--- config.mk ---
export PLATFORM = sky130hd
export DESIGN_NAME = prom_programmer
export DESIGN_NICKNAME = d
export VERILOG_FILES = /design/src/rtl/prom_programmer.v /design/src/rtl/pair_fifo.v
export VERILOG_INCLUDE_DIRS = /design/src /design/src/pkg
export SDC_FILE = /design/constraint.sdc
export NUM_CORES = 1
export LEC_CHECK = 0
export ABC_AREA = 0
export BUFFER_PORTS_ARGS = -buffer_cell sky130_fd_sc_hd__buf_2
export CAP_MARGIN = 40
export CORE_UTILIZATION = 34
export CTS_BUF_LIST = sky130_fd_sc_hd__clkbuf_8
export CTS_CLUSTER_DIAMETER = 60
export DETAILED_ROUTE_END_ITERATION = 7
export GPL_TIMING_DRIVEN = 0
export SETUP_SLACK_MARGIN = 0.3
export SYNTH_ARGS = -nofsm -noshare
export SYNTH_HDL_FRONTEND = slang
export SYNTH_SLANG_ARGS = --single-unit
--- constraint.sdc ---
create_clock -name clk_sys_in -period 6.1 [get_ports clk_sys_in]
set_input_delay 1.22 -clock clk_sys_in [delete_from_list [all_inputs] [get_ports clk_sys_in]]
set_output_delay 1.22 -clock clk_sys_in [all_outputs]
set_load 0.02 [all_outputs]
--- src/pkg/prom_prog_defines.vh ---
// constants for the pin-driven prom programming controller
// Functional notes
// RL1: programming mode is entered with the supply pin at +5 V or +12.5 V and reset held low, both set up before any operation.
// RL2: with chip enable and output enable low the device drives the stored byte of the presented address.
// RL3: with output enable high the device leaves its data pins at high impedance.
// RL4: with chip enable high and no write pulse the device is in standby with its data pins floating.
// RL5: chip enable high, program pulse high and output enable low latches address and data into a four-byte page latch.
// RL6: after four bytes are latched, chip enable and output enable high with a 0.1 ms low program pulse writes the page.
// RL7: chip enable low, output enable high and a 0.1 ms low program pulse writes one byte.
// RL8: chip enable low, program pulse high and output enable low after a write drives back the programmed contents.
// RL9: a page write is verified with chip enable and output enable low, a byte write with output enable low.
// RL10: a failing location is pulsed and verified again, at most 10 times in all.
// RL11: a device with its program pulse held high is not written and keeps its data pins floating.
// RL12: writes cover 0000h to efffh and the last address efffh is given explicitly.
// RL13: a read holds reset low, supplies +5 V, presents A0 to A16, selects read mode and samples the data.
// RL14: an erased location reads back as ffh.
// RL15: verify data is compared with the intended bytes before moving on to the next address or page.
// RL16: a page write presents four consecutive addresses of one aligned page before the pulse.
`ifndef PROM_PROG_DEFINES_VH
`define PROM_PROG_DEFINES_VH

// timing, in its own unit and the system clock period
`define PP_CLK_PERIOD_NS	100
`define PP_PULSE_TIME_NS	100000
`define PP_SETTLE_CYC	4
`define PP_MODE_SETTLE_CYC	16
`define PP_SYNC_CYC	2

// address map and data values
`define PP_ADDR_W	17
`define PP_LAST_ADDR	17'h0efff
`define PP_ERASED	8'hff
`define PP_MAX_TRY	4'ha

// command codes
`define PP_OP_READ	2'h0
`define PP_OP_BYTE	2'h1
`define PP_OP_PAGE	2'h2

// response word fields
`define PP_RSP_W	10
`define PP_RSP_ERR	9
`define PP_RSP_BLANK	8

`endif

--- src/rtl/prom_programmer.v ---
// host-side controller that reads and programs the on-chip prom through its pins
`timescale 1ns/100ps
`default_nettype none
`include "prom_prog_defines.vh"

module prom_programmer #(
	parameter RSP_DEPTH = 2
) (
	// clock and reset
	input  wire                  clk_sys_in,
	input  wire                  resetn_in,
	// command port
	input  wire                  cmd_valid_in,
	output wire                  cmd_ready_out,
	input  wire [1:0]            cmd_op_in,
	input  wire [`PP_ADDR_W-1:0] cmd_addr_in,
	input  wire [31:0]           cmd_data_in,
	// response port
	output wire                  rsp_valid_out,
	input  wire                  rsp_ready_in,
	output wire [`PP_RSP_W-1:0]  rsp_data_out,
	// supply and mode pins
	output reg                   prom_reset_n_out,
	output reg                   vpp_on_out,
	output reg                   vpp_high_out,
	// prom strobes and address
	output reg  [`PP_ADDR_W-1:0] prom_addr_out,
	output reg                   chip_enable_n_out,
	output reg                   output_enable_n_out,
	output reg                   program_pulse_n_out,
	// two-way data bus
	input  wire [7:0]            prom_data_in,
	output reg  [7:0]            prom_data_out,
	output reg                   prom_data_oe_n_out
);

	localparam integer PULSE_CYC = `PP_PULSE_TIME_NS / `PP_CLK_PERIOD_NS;
	localparam integer PULSE_M1  = PULSE_CYC - 1;
	localparam integer SETTLE_M1 = `PP_SETTLE_CYC - 1;
	localparam integer MODE_M1   = `PP_MODE_SETTLE_CYC - 1;
	localparam integer SAMPLE_M1 = `PP_SETTLE_CYC + `PP_SYNC_CYC - 1;
	// timer loads, cut on purpose to the 11-bit timer
	localparam [10:0]  T_PULSE   = PULSE_M1[10:0];
	localparam [10:0]  T_SETTLE  = SETTLE_M1[10:0];
	localparam [10:0]  T_MODE    = MODE_M1[10:0];
	localparam [10:0]  T_SAMPLE  = SAMPLE_M1[10:0];

	localparam [3:0] S_IDLE  = 4'h0;
	localparam [3:0] S_MODE  = 4'h1;
	localparam [3:0] S_LSET  = 4'h2;
	localparam [3:0] S_LSTB  = 4'h3;
	localparam [3:0] S_LREL  = 4'h4;
	localparam [3:0] S_BSET  = 4'h5;
	localparam [3:0] S_PULSE = 4'h6;
	localparam [3:0] S_PREL  = 4'h7;
	localparam [3:0] S_VTURN = 4'h8;
	localparam [3:0] S_VSAMP = 4'h9;
	localparam [3:0] S_RESP  = 4'ha;

	// byte lane of a page word, lane 0 is the lowest address
	function [7:0] pick_byte;
		input [31:0] word;
		input [1:0]  lane;
		begin
			pick_byte = word[lane*8 +: 8];
		end
	endfunction

	////////////////////////////////////////////////////////////////////////////
	// reset release and data pin synchroniser

	reg       rst_meta;
	reg       rst_n;
	reg [7:0] din_meta;
	reg [7:0] din_sync;

	// reset asserts at once, releases after two clean edges
	always @(posedge clk_sys_in or negedge resetn_in)
	begin
		if (!resetn_in)
		begin
			rst_meta <= 1'b0;
			rst_n    <= 1'b0;
		end
		else
		begin
			rst_meta <= 1'b1;
			rst_n    <= rst_meta;
		end
	end

	// the data pins are asynchronous to us; only din_sync is looked at
	always @(posedge clk_sys_in or negedge rst_n)
	begin
		if (!rst_n)
		begin
			din_meta <= 8'h00;
			din_sync <= 8'h00;
		end
		else
		begin
			din_meta <= prom_data_in;
			din_sync <= din_meta;
		end
	end

	////////////////////////////////////////////////////////////////////////////
	// sequencer

	reg  [3:0]            state;
	reg  [10:0]           timer;
	reg  [1:0]            op;
	reg  [`PP_ADDR_W-1:0] base;
	reg  [31:0]           wdata;
	reg  [1:0]            idx;
	reg  [3:0]            tries;
	reg                   mism;
	reg  [`PP_RSP_W-1:0]  rsp_word;

	wire       push_ready;
	wire       push_valid = (state == S_RESP);
	wire       want_high  = (cmd_op_in != `PP_OP_READ);
	wire [7:0] exp_byte   = pick_byte(wdata, idx);
	wire       mism_now   = mism | (din_sync != exp_byte);
	wire       is_page    = (op == `PP_OP_PAGE);
	wire       timer_done = (timer == 11'h000);
	wire [3:0] first_state = (cmd_op_in == `PP_OP_READ) ? S_VTURN :
	                         (cmd_op_in == `PP_OP_PAGE) ? S_LSET : S_BSET;
	wire [3:0] op_state    = (op == `PP_OP_READ) ? S_VTURN : (is_page ? S_LSET : S_BSET);

	// no take while the internal reset copy is still low, or the command is lost
	assign cmd_ready_out = (state == S_IDLE) && rst_n;

	// page writes always start on an aligned address and walk its four bytes
	wire [`PP_ADDR_W-1:0] cur_addr = is_page ? {base[`PP_ADDR_W-1:2], idx} : base; // RL16

	always @(posedge clk_sys_in or negedge rst_n)
	begin
		if (!rst_n)
		begin
			state               <= S_IDLE;
			timer               <= 11'h000;
			op                  <= `PP_OP_READ;
			base                <= {`PP_ADDR_W{1'b0}};
			wdata               <= 32'h00000000;
			idx                 <= 2'h0;
			tries               <= 4'h0;
			mism                <= 1'b0;
			rsp_word            <= {`PP_RSP_W{1'b0}};
			prom_reset_n_out    <= 1'b0;
			vpp_on_out          <= 1'b0;
			vpp_high_out        <= 1'b0;
			prom_addr_out       <= {`PP_ADDR_W{1'b0}};
			chip_enable_n_out   <= 1'b1;
			output_enable_n_out <= 1'b1;
			program_pulse_n_out <= 1'b1;
			prom_data_out       <= 8'h00;
			prom_data_oe_n_out  <= 1'b1;
		end
		else
		begin
			// device reset stays low: the part lives in programming mode
			prom_reset_n_out <= 1'b0; // RL1
			if (!timer_done)
				timer <= timer - 1'b1;
			case (state)
				S_IDLE:
				begin
					// standby pins, bus released
					chip_enable_n_out   <= 1'b1; // RL4
					output_enable_n_out <= 1'b1;
					program_pulse_n_out <= 1'b1;
					prom_data_oe_n_out  <= 1'b1;
					idx   <= 2'h0;
					tries <= 4'h0;
					mism  <= 1'b0;
					if (cmd_valid_in)
					begin
						op    <= cmd_op_in;
						base  <= (cmd_op_in == `PP_OP_PAGE) ? {cmd_addr_in[`PP_ADDR_W-1:2], 2'h0} :
						         cmd_addr_in;
						wdata <= cmd_data_in;
						if (want_high && cmd_addr_in > `PP_LAST_ADDR)
						begin
							// writes past the top of the array are refused outright
							rsp_word <= {1'b1, 1'b0, 8'h00}; // RL12
							state    <= S_RESP;
						end
						else if (!vpp_on_out || vpp_high_out != want_high)
						begin
							// supply change needs time to settle before any strobe
							vpp_on_out   <= 1'b1; // RL1
							vpp_high_out <= want_high; // RL13
							timer        <= T_MODE;
							state        <= S_MODE;
						end
						else
						begin
							timer <= T_SETTLE;
							state <= first_state;
						end
					end
				end
				S_MODE:
					if (timer_done)
					begin
						timer <= T_SETTLE;
						state <= op_state;
					end
				S_LSET:
				begin
					// present one address/data pair of the page, strobes idle
					chip_enable_n_out   <= 1'b1;
					output_enable_n_out <= 1'b1;
					program_pulse_n_out <= 1'b1;
					prom_addr_out       <= cur_addr;
					prom_data_out       <= exp_byte;
					prom_data_oe_n_out  <= 1'b0;
					if (timer_done)
					begin
						timer <= T_SETTLE;
						state <= S_LSTB;
					end
				end
				S_LSTB:
				begin
					// oe low with ce and pulse high latches the pair
					output_enable_n_out <= 1'b0; // RL5
					if (timer_done)
					begin
						timer <= T_SETTLE;
						state <= S_LREL;
					end
				end
				S_LREL:
				begin
					output_enable_n_out <= 1'b1;
					if (timer_done)
					begin
						// the last byte hands over straight to the full-length pulse
						timer <= (idx == 2'h3) ? T_PULSE : T_SETTLE; // RL6
						idx   <= idx + 2'h1;
						// all four bytes must be latched before the pulse
						state <= (idx == 2'h3) ? S_PULSE : S_LSET; // RL5
					end
				end
				S_BSET:
				begin
					// byte write setup: ce low, oe high, data driven
					chip_enable_n_out   <= 1'b0; // RL7
					output_enable_n_out <= 1'b1;
					program_pulse_n_out <= 1'b1;
					prom_addr_out       <= base;
					prom_data_out       <= wdata[7:0];
					prom_data_oe_n_out  <= 1'b0;
					if (timer_done)
					begin
						timer <= T_PULSE;
						state <= S_PULSE;
					end
				end
				S_PULSE:
				begin
					// page: ce and oe high; byte: ce low, oe high
					chip_enable_n_out   <= is_page; // RL6
					output_enable_n_out <= 1'b1; // RL7
					program_pulse_n_out <= 1'b0;
					if (timer_done)
					begin
						timer <= T_SETTLE;
						tries <= tries + 4'h1; // RL10
						mism  <= 1'b0;
						idx   <= 2'h0;
						state <= S_PREL;
					end
				end
				S_PREL:
				begin
					program_pulse_n_out <= 1'b1;
					if (timer_done)
					begin
						timer <= T_SETTLE;
						state <= S_VTURN;
					end
				end
				S_VTURN:
				begin
					// release the bus a while before oe falls, so no fight on the pins
					prom_data_oe_n_out  <= 1'b1; // RL3
					output_enable_n_out <= 1'b1;
					chip_enable_n_out   <= 1'b0; // RL9
					program_pulse_n_out <= 1'b1;
					prom_addr_out       <= cur_addr; // RL13
					if (timer_done)
					begin
						timer <= T_SAMPLE;
						state <= S_VSAMP;
					end
				end
				S_VSAMP:
				begin
					// device now drives; wait settle plus synchroniser depth
					output_enable_n_out <= 1'b0; // RL9
					if (timer_done)
					begin
						timer <= T_SETTLE;
						if (op == `PP_OP_READ)
						begin
							rsp_word <= {1'b0, din_sync == `PP_ERASED, din_sync}; // RL14
							state    <= S_RESP;
						end
						else if (is_page && idx != 2'h3)
						begin
							mism  <= mism_now; // RL15
							idx   <= idx + 2'h1;
							state <= S_VTURN;
						end
						else if (!mism_now)
						begin
							rsp_word <= {1'b0, 1'b0, 4'h0, tries}; // RL15
							state    <= S_RESP;
						end
						else if (tries == `PP_MAX_TRY)
						begin
							rsp_word <= {1'b1, 1'b0, 4'h0, tries}; // RL10
							state    <= S_RESP;
						end
						else
						begin
							// another pulse; the page latch is reloaded to be safe
							idx   <= 2'h0;
							mism  <= 1'b0;
							state <= op_state; // RL10
						end
					end
				end
				S_RESP:
				begin
					chip_enable_n_out   <= 1'b1;
					output_enable_n_out <= 1'b1;
					// a stalled receiver holds us here; nothing is dropped
					if (push_ready)
						state <= S_IDLE;
				end
				default:
					state <= S_IDLE;
			endcase
		end
	end

	////////////////////////////////////////////////////////////////////////////
	// response buffer

	pair_fifo #(
		.WIDTH (`PP_RSP_W),
		.DEPTH (RSP_DEPTH)
	) u_rsp_fifo (
		.clk_in        (clk_sys_in),
		.rst_n_in      (rst_n),
		.in_valid_in   (push_valid),
		.in_ready_out  (push_ready),
		.in_data_in    (rsp_word),
		.out_valid_out (rsp_valid_out),
		.out_ready_in  (rsp_ready_in),
		.out_data_out  (rsp_data_out)
	);

endmodule // prom_programmer

`default_nettype wire

--- src/rtl/pair_fifo.v ---
// small valid/ready fifo used as the response buffer
`timescale 1ns/100ps
`default_nettype none

module pair_fifo #(
	parameter WIDTH = 10,
	parameter DEPTH = 2
) (
	// clock and reset
	input  wire             clk_in,
	input  wire             rst_n_in,
	// fill side
	input  wire             in_valid_in,
	output wire             in_ready_out,
	input  wire [WIDTH-1:0] in_data_in,
	// drain side
	output wire             out_valid_out,
	input  wire             out_ready_in,
	output wire [WIDTH-1:0] out_data_out
);

	function integer clog2;
		input integer v;
		integer n;
		begin
			n = 0;
			while ((1 << n) < v)
				n = n + 1;
			clog2 = (n < 1) ? 1 : n;
		end
	endfunction

	localparam AW = clog2(DEPTH);

	reg [WIDTH-1:0] mem [0:DEPTH-1];
	reg [AW:0]      wr_ptr;
	reg [AW:0]      rd_ptr;
	reg [AW:0]      count;

	wire do_wr = in_valid_in && in_ready_out;
	wire do_rd = out_valid_out && out_ready_in;

	// honest flags straight from the fill count
	assign in_ready_out  = (count != DEPTH[AW:0]);
	assign out_valid_out = (count != {(AW+1){1'b0}});
	assign out_data_out  = mem[rd_ptr[AW-1:0]];

	// storage has no reset; it is never read while empty
	always @(posedge clk_in)
	begin
		if (do_wr)
			mem[wr_ptr[AW-1:0]] <= in_data_in;
	end

	// pointers wrap at depth so any depth works, not only powers of two
	always @(posedge clk_in or negedge rst_n_in)
	begin
		if (!rst_n_in)
		begin
			wr_ptr <= {(AW+1){1'b0}};
			rd_ptr <= {(AW+1){1'b0}};
			count  <= {(AW+1){1'b0}};
		end
		else
		begin
			if (do_wr)
				wr_ptr <= (wr_ptr == DEPTH[AW:0] - 1'b1) ? {(AW+1){1'b0}} : wr_ptr + 1'b1;
			if (do_rd)
				rd_ptr <= (rd_ptr == DEPTH[AW:0] - 1'b1) ? {(AW+1){1'b0}} : rd_ptr + 1'b1;
			if (do_wr && !do_rd)
				count <= count + 1'b1;
			else if (do_rd && !do_wr)
				count <= count - 1'b1;
		end
	end

endmodule // pair_fifo

`default_nettype wire

==> reports/results.ini, run 1 <==
[status]
status = finished, final reports clean

[sta]
rsz0062_at_grt = no
tns_ns = 0
fin_skew_ns = 0.01074
min_period_ns = 3.777
relSlewSlack_pct = 48.11
finalMaxSlewViolations = 0
timing.final.crit_share_pct = 61.91
finalSetupViolCount = 0
max_freq_mhz = 264.8
worst_pin_slew_ns = 0.7767
finalHoldViolations = 0

[global_routing]
first_global_vias = 5044
overflow = 0
grt_max_degree = 57
grt_use_total_pct = 15.84
antenna_found_initial = 0
grt_pass1_wl_mm = 26.81

[route]
dr.pass1.iters = 4
route.detailed.drc = 0
wl_per_cell_um = 16.26
drt_iter0_markers = 353
antenna_left = 0
vias = 5056
drt_wl_total_mm = 16.28
via_per_inst = 5.051

[logic_synthesis]
syn_area_um2 = 7153
ys_async_sr_fraction_pct = 87.18
ys.flop_type = dfrtp_1
synth_cells = 592
yosys.area.top_type_share_pct = 46.18
ys_warn_count = 0
synth_top_family_by_area = multiplexers
syn_avg_cell_area_um2 = 12.08
synth_adder_area_share_pct = 1.050
synth_cell_types = 70
synth-compound-area-share_pct = 11.47
synth_area_leaders = dfrtp_1 46%, mux2_1 10%, edfxtp_1 8.4%
synth_edf_count = 20
synth-xor-area-share_pct = 2.694
synth.largest_area_cell = dfrtp_1
ys_ff_latch = 156
yosys.area_share.simple_pct = 10.43
yosysSeqAreaShare_pct = 56.04
yosys-mux-area-fraction_pct = 15.45
synth_nets = 661

[floorplanning]
die_y_um = 147.0
die_w_um = 147.0
fp.coreArea_um2 = 20430
rows = 52
num_io_pins = 107
dieArea_um2 = 21620
start_util_pct = 35.01

[worst_setup_path]
cp_top_family = buffers and inverters
required_ns = 4.88
r2r_start = state[3]
worstSetupEndpoint = cmd_ready_out
crit_chain = clkbuf_1 -> nor4_1 -> clkbuf_1 -> and2_1 -> buf_2
max_stage_delay_ns = 0.60
cp-start-kind = register
cp_slowest_cell = nor4_1
critPathMaxFanout = 10
regToRegSetupSlack_ns = 2.93
crit_start = state[0]
r2r_end = prom_addr_out[13]
cp.arrival_ns = 2.56
critical_path_depth = 5
r2r.worst_path.cells = 10
path_common_cell = clkbuf_1
critPathBufInv = 3
worstSetupPathType = register to output port
end_kind = output port

[clock_tree]
clk_pin_slew_worst_paths_ns = 0.09
cts_sinks = 156
postCtsSetupRepairBufs = 0
numCtsBuffers = 17
cts_resized = 0
cts_root_buffer = clkbuf_8
ctsHtreeMaxLevel = 4
cts-hold-fix-buffers = 0
clk_latency_ns = 0.45
cts_tree = yes
clk_path_buf_depth = 2

[layout]
drive_gt1_share_pct = 24.76
fin_nets = 787
area_delta_synth_final_pct = 18.23
stdcell_count = 1001
nFillCells = 2028
design_area_um2 = 8457
regArea_um2 = 4013
multi_input_area_um2 = 2953
insertedDiodeCount = 0

[power]
power.density_nw_per_um2 = 481.8
vdd_ir_drop_max_mv = 0.2652
power_leakage_nw = 3.590

[placement]
gp_congestion = 0.9149
dp.cells = 969
dp_hpwl_mm = 11.99
io_buffer_count = 104
postPlaceCellArea_um2 = 8077

[worst_hold_path]
hold_path_class = register to async pin

[run]
drv_cap = 0

-- layout by cell type (no fill, tap or decap), types with 4 or more instances in the layout --
cell type / Yosys / final
dfrtp_1: 132 / 131
buf_2: 2 / 106
mux2_1: 64 / 64
nor2_1: 46 / 46
nand2_1: 36 / 36
a21oi_1: 27 / 27
edfxtp_1: 20 / 20
clkbuf_8: 0 / 18
clkbuf_1: 17 / 17
o21ai_1: 16 / 16
inv_1: 15 / 16
nor3_1: 15 / 15
xnor2_1: 12 / 12
mux2_2: 12 / 12
nand3_1: 11 / 11
xor2_1: 10 / 10
o21ai_0: 9 / 9
a22oi_1: 9 / 9
buf_1: 8 / 8
nand2b_1: 8 / 8
a31oi_1: 8 / 8
a22o_1: 8 / 8
o211ai_1: 6 / 6
nor2b_1: 6 / 6
ha_1: 6 / 6
inv_6: 0 / 5
nor4_1: 5 / 4
mux4_2: 4 / 4
mux2_4: 4 / 4
dfstp_2: 4 / 4
clkinvlp_4: 0 / 4
-- cell usage after synthesis (8+ instances only) --
library cell,instances
a22oi_1,9
o21ai_0,9
nand2b_1,8
xor2_1,10
dfrtp_1,132
nand2_1,36
a22o_1,8
inv_1,15
mux2_2,12
o21ai_1,16
edfxtp_1,20
nor3_1,15
xnor2_1,12
a31oi_1,8
nor2_1,46
nand3_1,11
buf_1,8
a21oi_1,27
mux2_1,64
clkbuf_1,17
-- worst min path at each step --
stage / start / depth (start not counted) / to / slack, ns
6_report: rst_n / 0 / wdata[20] / 0.35
3_5_place_dp: din_meta[2] / 0 / din_sync[2] / 0.34
4_1_cts: din_meta[6] / 0 / din_sync[6] / 0.35
3_3_place_gp: din_meta[2] / 0 / din_sync[2] / 0.33
2_1_floorplan: din_meta[0] / 0 / din_sync[0] / 0.33
5_1_grt: din_meta[6] / 0 / din_sync[6] / 0.36
-- flip-flops by register name, summed over array words and instances (netlist names), 2 cells and up --
signal	count
base	17
tries	4
din_meta	8
u_rsp_fifo.mem	20
state	4
prom_addr_out	17
din_sync	8
wdata	32
op	2
idx	2
u_rsp_fifo.count	2
rsp_word	10
timer	11
prom_data_out	8
-- logic make-up (layout without fill, tap and decap cells) --
group           after synthesis  in the layout
compound gates              118            118
xor+xnor                     22             22
fa+ha+maj                     6              6
buf+inv                      48            187
flops                       156            156
mux                          89             89
other cells                   2              2
simple gates                151            151
-- power breakdown --
part / internal (mW) / switching [mW]
Sequential: 1.42 / 0.230
Combinational: 0.702 / 0.979
Clock: 0.340 / 0.407
Total: 2.46 / 1.62
-- metrics by stage --
step / hold WS [ns] / util [%] / worst slack, ns / power [mW]
finish: 0.3499 / 41.40 / 2.323 / 4.074
global route: 0.3601 / 41.40 / 2.186 / 4.358
detailed placement: 0.3381 / 39.53 / 2.810 / 3.358
floorplan: 0.3312 / - / 1.166 / 2.852
global placement: 0.3347 / 39.21 / -0.1302 / 3.320
CTS: 0.3520 / 41.40 / 2.297 / 4.121
-- layout make-up --
| type | instances | share of cell area, % |
|---|---|---|
| sequential | 156 | 47.45 |
| timing repair buffer | 107 | 6.806 |
| clock inverter | 14 | 1.568 |
| tap | 270 | 3.995 |
| clock buffer | 18 | 2.929 |
| buffer | 30 | 1.539 |
| inverter | 18 | 0.7989 |
| multi-input combinational | 388 | 34.92 |
-- per-layer routing --
metal  wire length (um)  share of wire [%]  vias up  track usage, %
li1                   -                  -     2408               -
met1               7783                 48     2472           21.79
met2               7504                 46      152           24.69
met3                749                4.6       24           3.820
met4                239                1.5        0           4.845
met5                  0                  0        -               0
(Power assumes the default switching activity.)
==> inputs of run 2 (changes only) <==
Clock period 6.1 ns to 3.2 ns, I/O delays scaled along.
==> run 2 against run 1 <==
Against the previous run: via count is 0.18% higher; final cell count is 0.30% higher; first-iteration DRC count is 25% lower; sequential share of layout area is 0.45 points lower; critical path type unchanged; largest cell class unchanged.
==> reports/results.ini, run 2 (synthesis gave the netlist of run 1 again) <==
[status]
status = finished, final reports clean  ; unchanged

[global_routing]
grt_use_total_pct = 15.75  ; was 15.84%
first_global_vias = 5132  ; was 5,044
antenna_found_initial = 0  ; unchanged
grt_pass1_wl_mm = 26.85  ; was 26.81 mm
overflow = 0  ; unchanged
grt_max_degree = 57  ; unchanged

[floorplanning]
die_y_um = 147.0  ; unchanged
start_util_pct = 35.01  ; unchanged
num_io_pins = 107  ; unchanged
fp.coreArea_um2 = 20430  ; unchanged
rows = 52  ; unchanged
die_w_um = 147.0  ; unchanged
dieArea_um2 = 21620  ; unchanged

[worst_setup_path]
max_stage_delay_ns = 0.41  ; was 0.60 ns
worstSetupEndpoint = cmd_ready_out  ; unchanged
cp_top_family = buffers and inverters  ; unchanged
r2r_end = prom_addr_out[16]  ; was prom_addr_out[13]
r2r.worst_path.cells = 9  ; was 10
cp_slowest_cell = nor4_4  ; was nor4_1
required_ns = 2.56  ; was 4.88 ns
critical_path_depth = 5  ; unchanged
regToRegSetupSlack_ns = 0.47  ; was 2.93 ns
cp.arrival_ns = 2.14  ; was 2.56 ns
crit_start = state[0]  ; unchanged
critPathMaxFanout = 10  ; unchanged
end_kind = output port  ; unchanged
critPathBufInv = 3  ; unchanged
r2r_start = state[2]  ; was state[3]
worstSetupPathType = register to output port  ; unchanged
cp-start-kind = register  ; unchanged
crit_chain = clkbuf_1 -> nor4_4 -> clkbuf_4 -> and2_1 -> buf_2  ; was clkbuf_1 -> nor4_1 -> clkbuf_1 -> and2_1 -> buf_2

[sta]
relSlewSlack_pct = 51.47  ; was 48.11%
finalSetupViolCount = 0  ; unchanged
fin_ws_ns = 0.4247  ; was 2.323 ns
rsz0062_at_grt = yes  ; was no
min_period_ns = 2.775
tns_ns = 0  ; unchanged
max_freq_mhz = 360.3
finalHoldViolations = 0  ; unchanged
fin_skew_ns = 0.01126  ; was 0.01074 ns
timing.final.crit_share_pct = 86.73
worst_pin_slew_ns = 0.7220  ; was 0.7767 ns
finalMaxSlewViolations = 0  ; unchanged

[route]
via_per_inst = 5.045  ; was 5.051
vias = 5065  ; was 5,056
drt_iter0_markers = 264  ; was 353
route.detailed.drc = 0  ; unchanged
antenna_left = 0  ; unchanged
wl_per_cell_um = 16.10  ; was 16.26 um
drt_wl_total_mm = 16.16  ; was 16.28 mm
dr.pass1.iters = 5  ; was 4

[clock_tree]
cts_tree = yes  ; unchanged
numCtsBuffers = 17  ; unchanged
clk_latency_ns = 0.46  ; was 0.45 ns
cts_sinks = 156  ; unchanged
ctsHtreeMaxLevel = 4  ; unchanged
clk_pin_slew_worst_paths_ns = 0.09  ; about the same
cts_root_buffer = clkbuf_8  ; unchanged
clk_path_buf_depth = 2  ; unchanged

[placement]
gp_congestion = 0.9194  ; was 0.9149
pre_cts_ws_ns = 0.01901  ; was 2.810 ns
dp_hpwl_mm = 11.86  ; was 11.99 mm
io_buffer_count = 104  ; unchanged

[power]
pwr-share-seq_pct = 40.0  ; was 40.4%
pwr-share-comb_pct = 41.2  ; was 41.3%
power.density_nw_per_um2 = 920.3  ; was 481.8 nW/um2
p_switching_mw = 3.146  ; was 1.616 mW
swShare_pct = 40.04  ; was 39.66%
intPower_mw = 4.711  ; was 2.458 mW
vdd_ir_drop_max_mv = 0.5906  ; was 0.2652 mV
power_leakage_nw = 3.645  ; was 3.590 nW
p_clk_share_pct = 18.8  ; was 18.3%

[run]
drv_cap = 0  ; unchanged

[layout]
fin_nets = 790  ; was 787
multi_input_area_um2 = 2979  ; was 2953 um2
drive_gt1_share_pct = 26.43  ; was 24.76%
regArea_um2 = 4013  ; unchanged
largest_reg_flops = 32  ; unchanged
mostFrequentLayoutCells = 131 x dfrtp_1, 106 x buf_2, 64 x mux2_1  ; unchanged
layout_commonest_cell = dfrtp_1  ; unchanged
regMostFlops = wdata  ; unchanged
insertedDiodeCount = 0  ; unchanged
nFillCells = 2000  ; was 2,028
area_delta_synth_final_pct = 19.35  ; was 18.23%

[worst_hold_path]
hold_path_class = primary input to register  ; was register to async pin

run 2: worst min path at each step:
stage,slack [ns],cells after the start,to,from
4_1_cts,0.25,1,din_meta[7],prom_data_in[7]
6_report,0.28,1,din_meta[7],prom_data_in[7]
2_1_floorplan,0.33,0,din_sync[0],din_meta[0]
3_5_place_dp,0.32,0,wdata[20],rst_n
5_1_grt,0.26,1,din_meta[7],prom_data_in[7]
3_3_place_gp,0.33,0,din_sync[5],din_meta[5]
run 2: what timing repair did:
item                                   4_1_cts  5_1_grt
endpoints found under the hold margin        2        0
setup endpoints to repair                   20       26
hold buffers                                 1        0
pin swaps                                    1        1
gates cloned                                 0        0
resized for setup                            5       11
buffers inserted                             0        2
run 2: cell type report:
type                       instances  area share (%)
clock inverter                    15           1.847
tap                              270           3.957
inverter                          18          0.7914
sequential                       156           47.00
buffer                            30           1.642
multi-input combinational        388           34.90
timing repair buffer             110           7.123
clock buffer                      17           2.741
run 2: metrics by stage:
step           area [um2]  total power, mW  hold WS [ns]  cells  utilization [%]
3_3_place_gp         8015            6.326        0.3339    966            39.23
6_report             8537            7.857        0.2842   1004            41.79
4_1_cts              8498            7.905        0.2537   1002            41.60
5_1_grt              8537            8.410        0.2554   1004            41.79
3_5_place_dp         8084            6.399        0.3220    969            39.57
2_1_floorplan        7157            5.436        0.3312    592                -
run 2: worst register-to-register path, cell delays in order (launching register included):
cell,delay (ns)
dfrtp_1,0.35
clkbuf_1,0.36
or3_1,0.18
clkbuf_2,0.23
nor2b_1,0.16
clkbuf_2,0.23
nor2b_1,0.15
buf_2,0.25
buf_2,0.33
mux2_1,0.37
run 2: per-layer routing:
metal	wire length [um]	GRT usage (%)	up-vias	share of wire (%)
li1	-	-	2414	-
met1	7721	21.62	2497	48
met2	7382	24.29	131	46
met3	733	3.385	23	4.5
met4	325	6.134	0	2.0
met5	0	0	-	0
run 2: power groups by stage:
stage                     sequential (mW)  clock (mW)  combinational [mW]
final                                3.14        1.48                3.24
after global routing                 3.24        1.60                3.58
after CTS                            3.14        1.52                3.24
after detailed placement             3.18           0                3.22
after global placement               3.19           0                3.14
after floorplan                      3.30           0                2.14
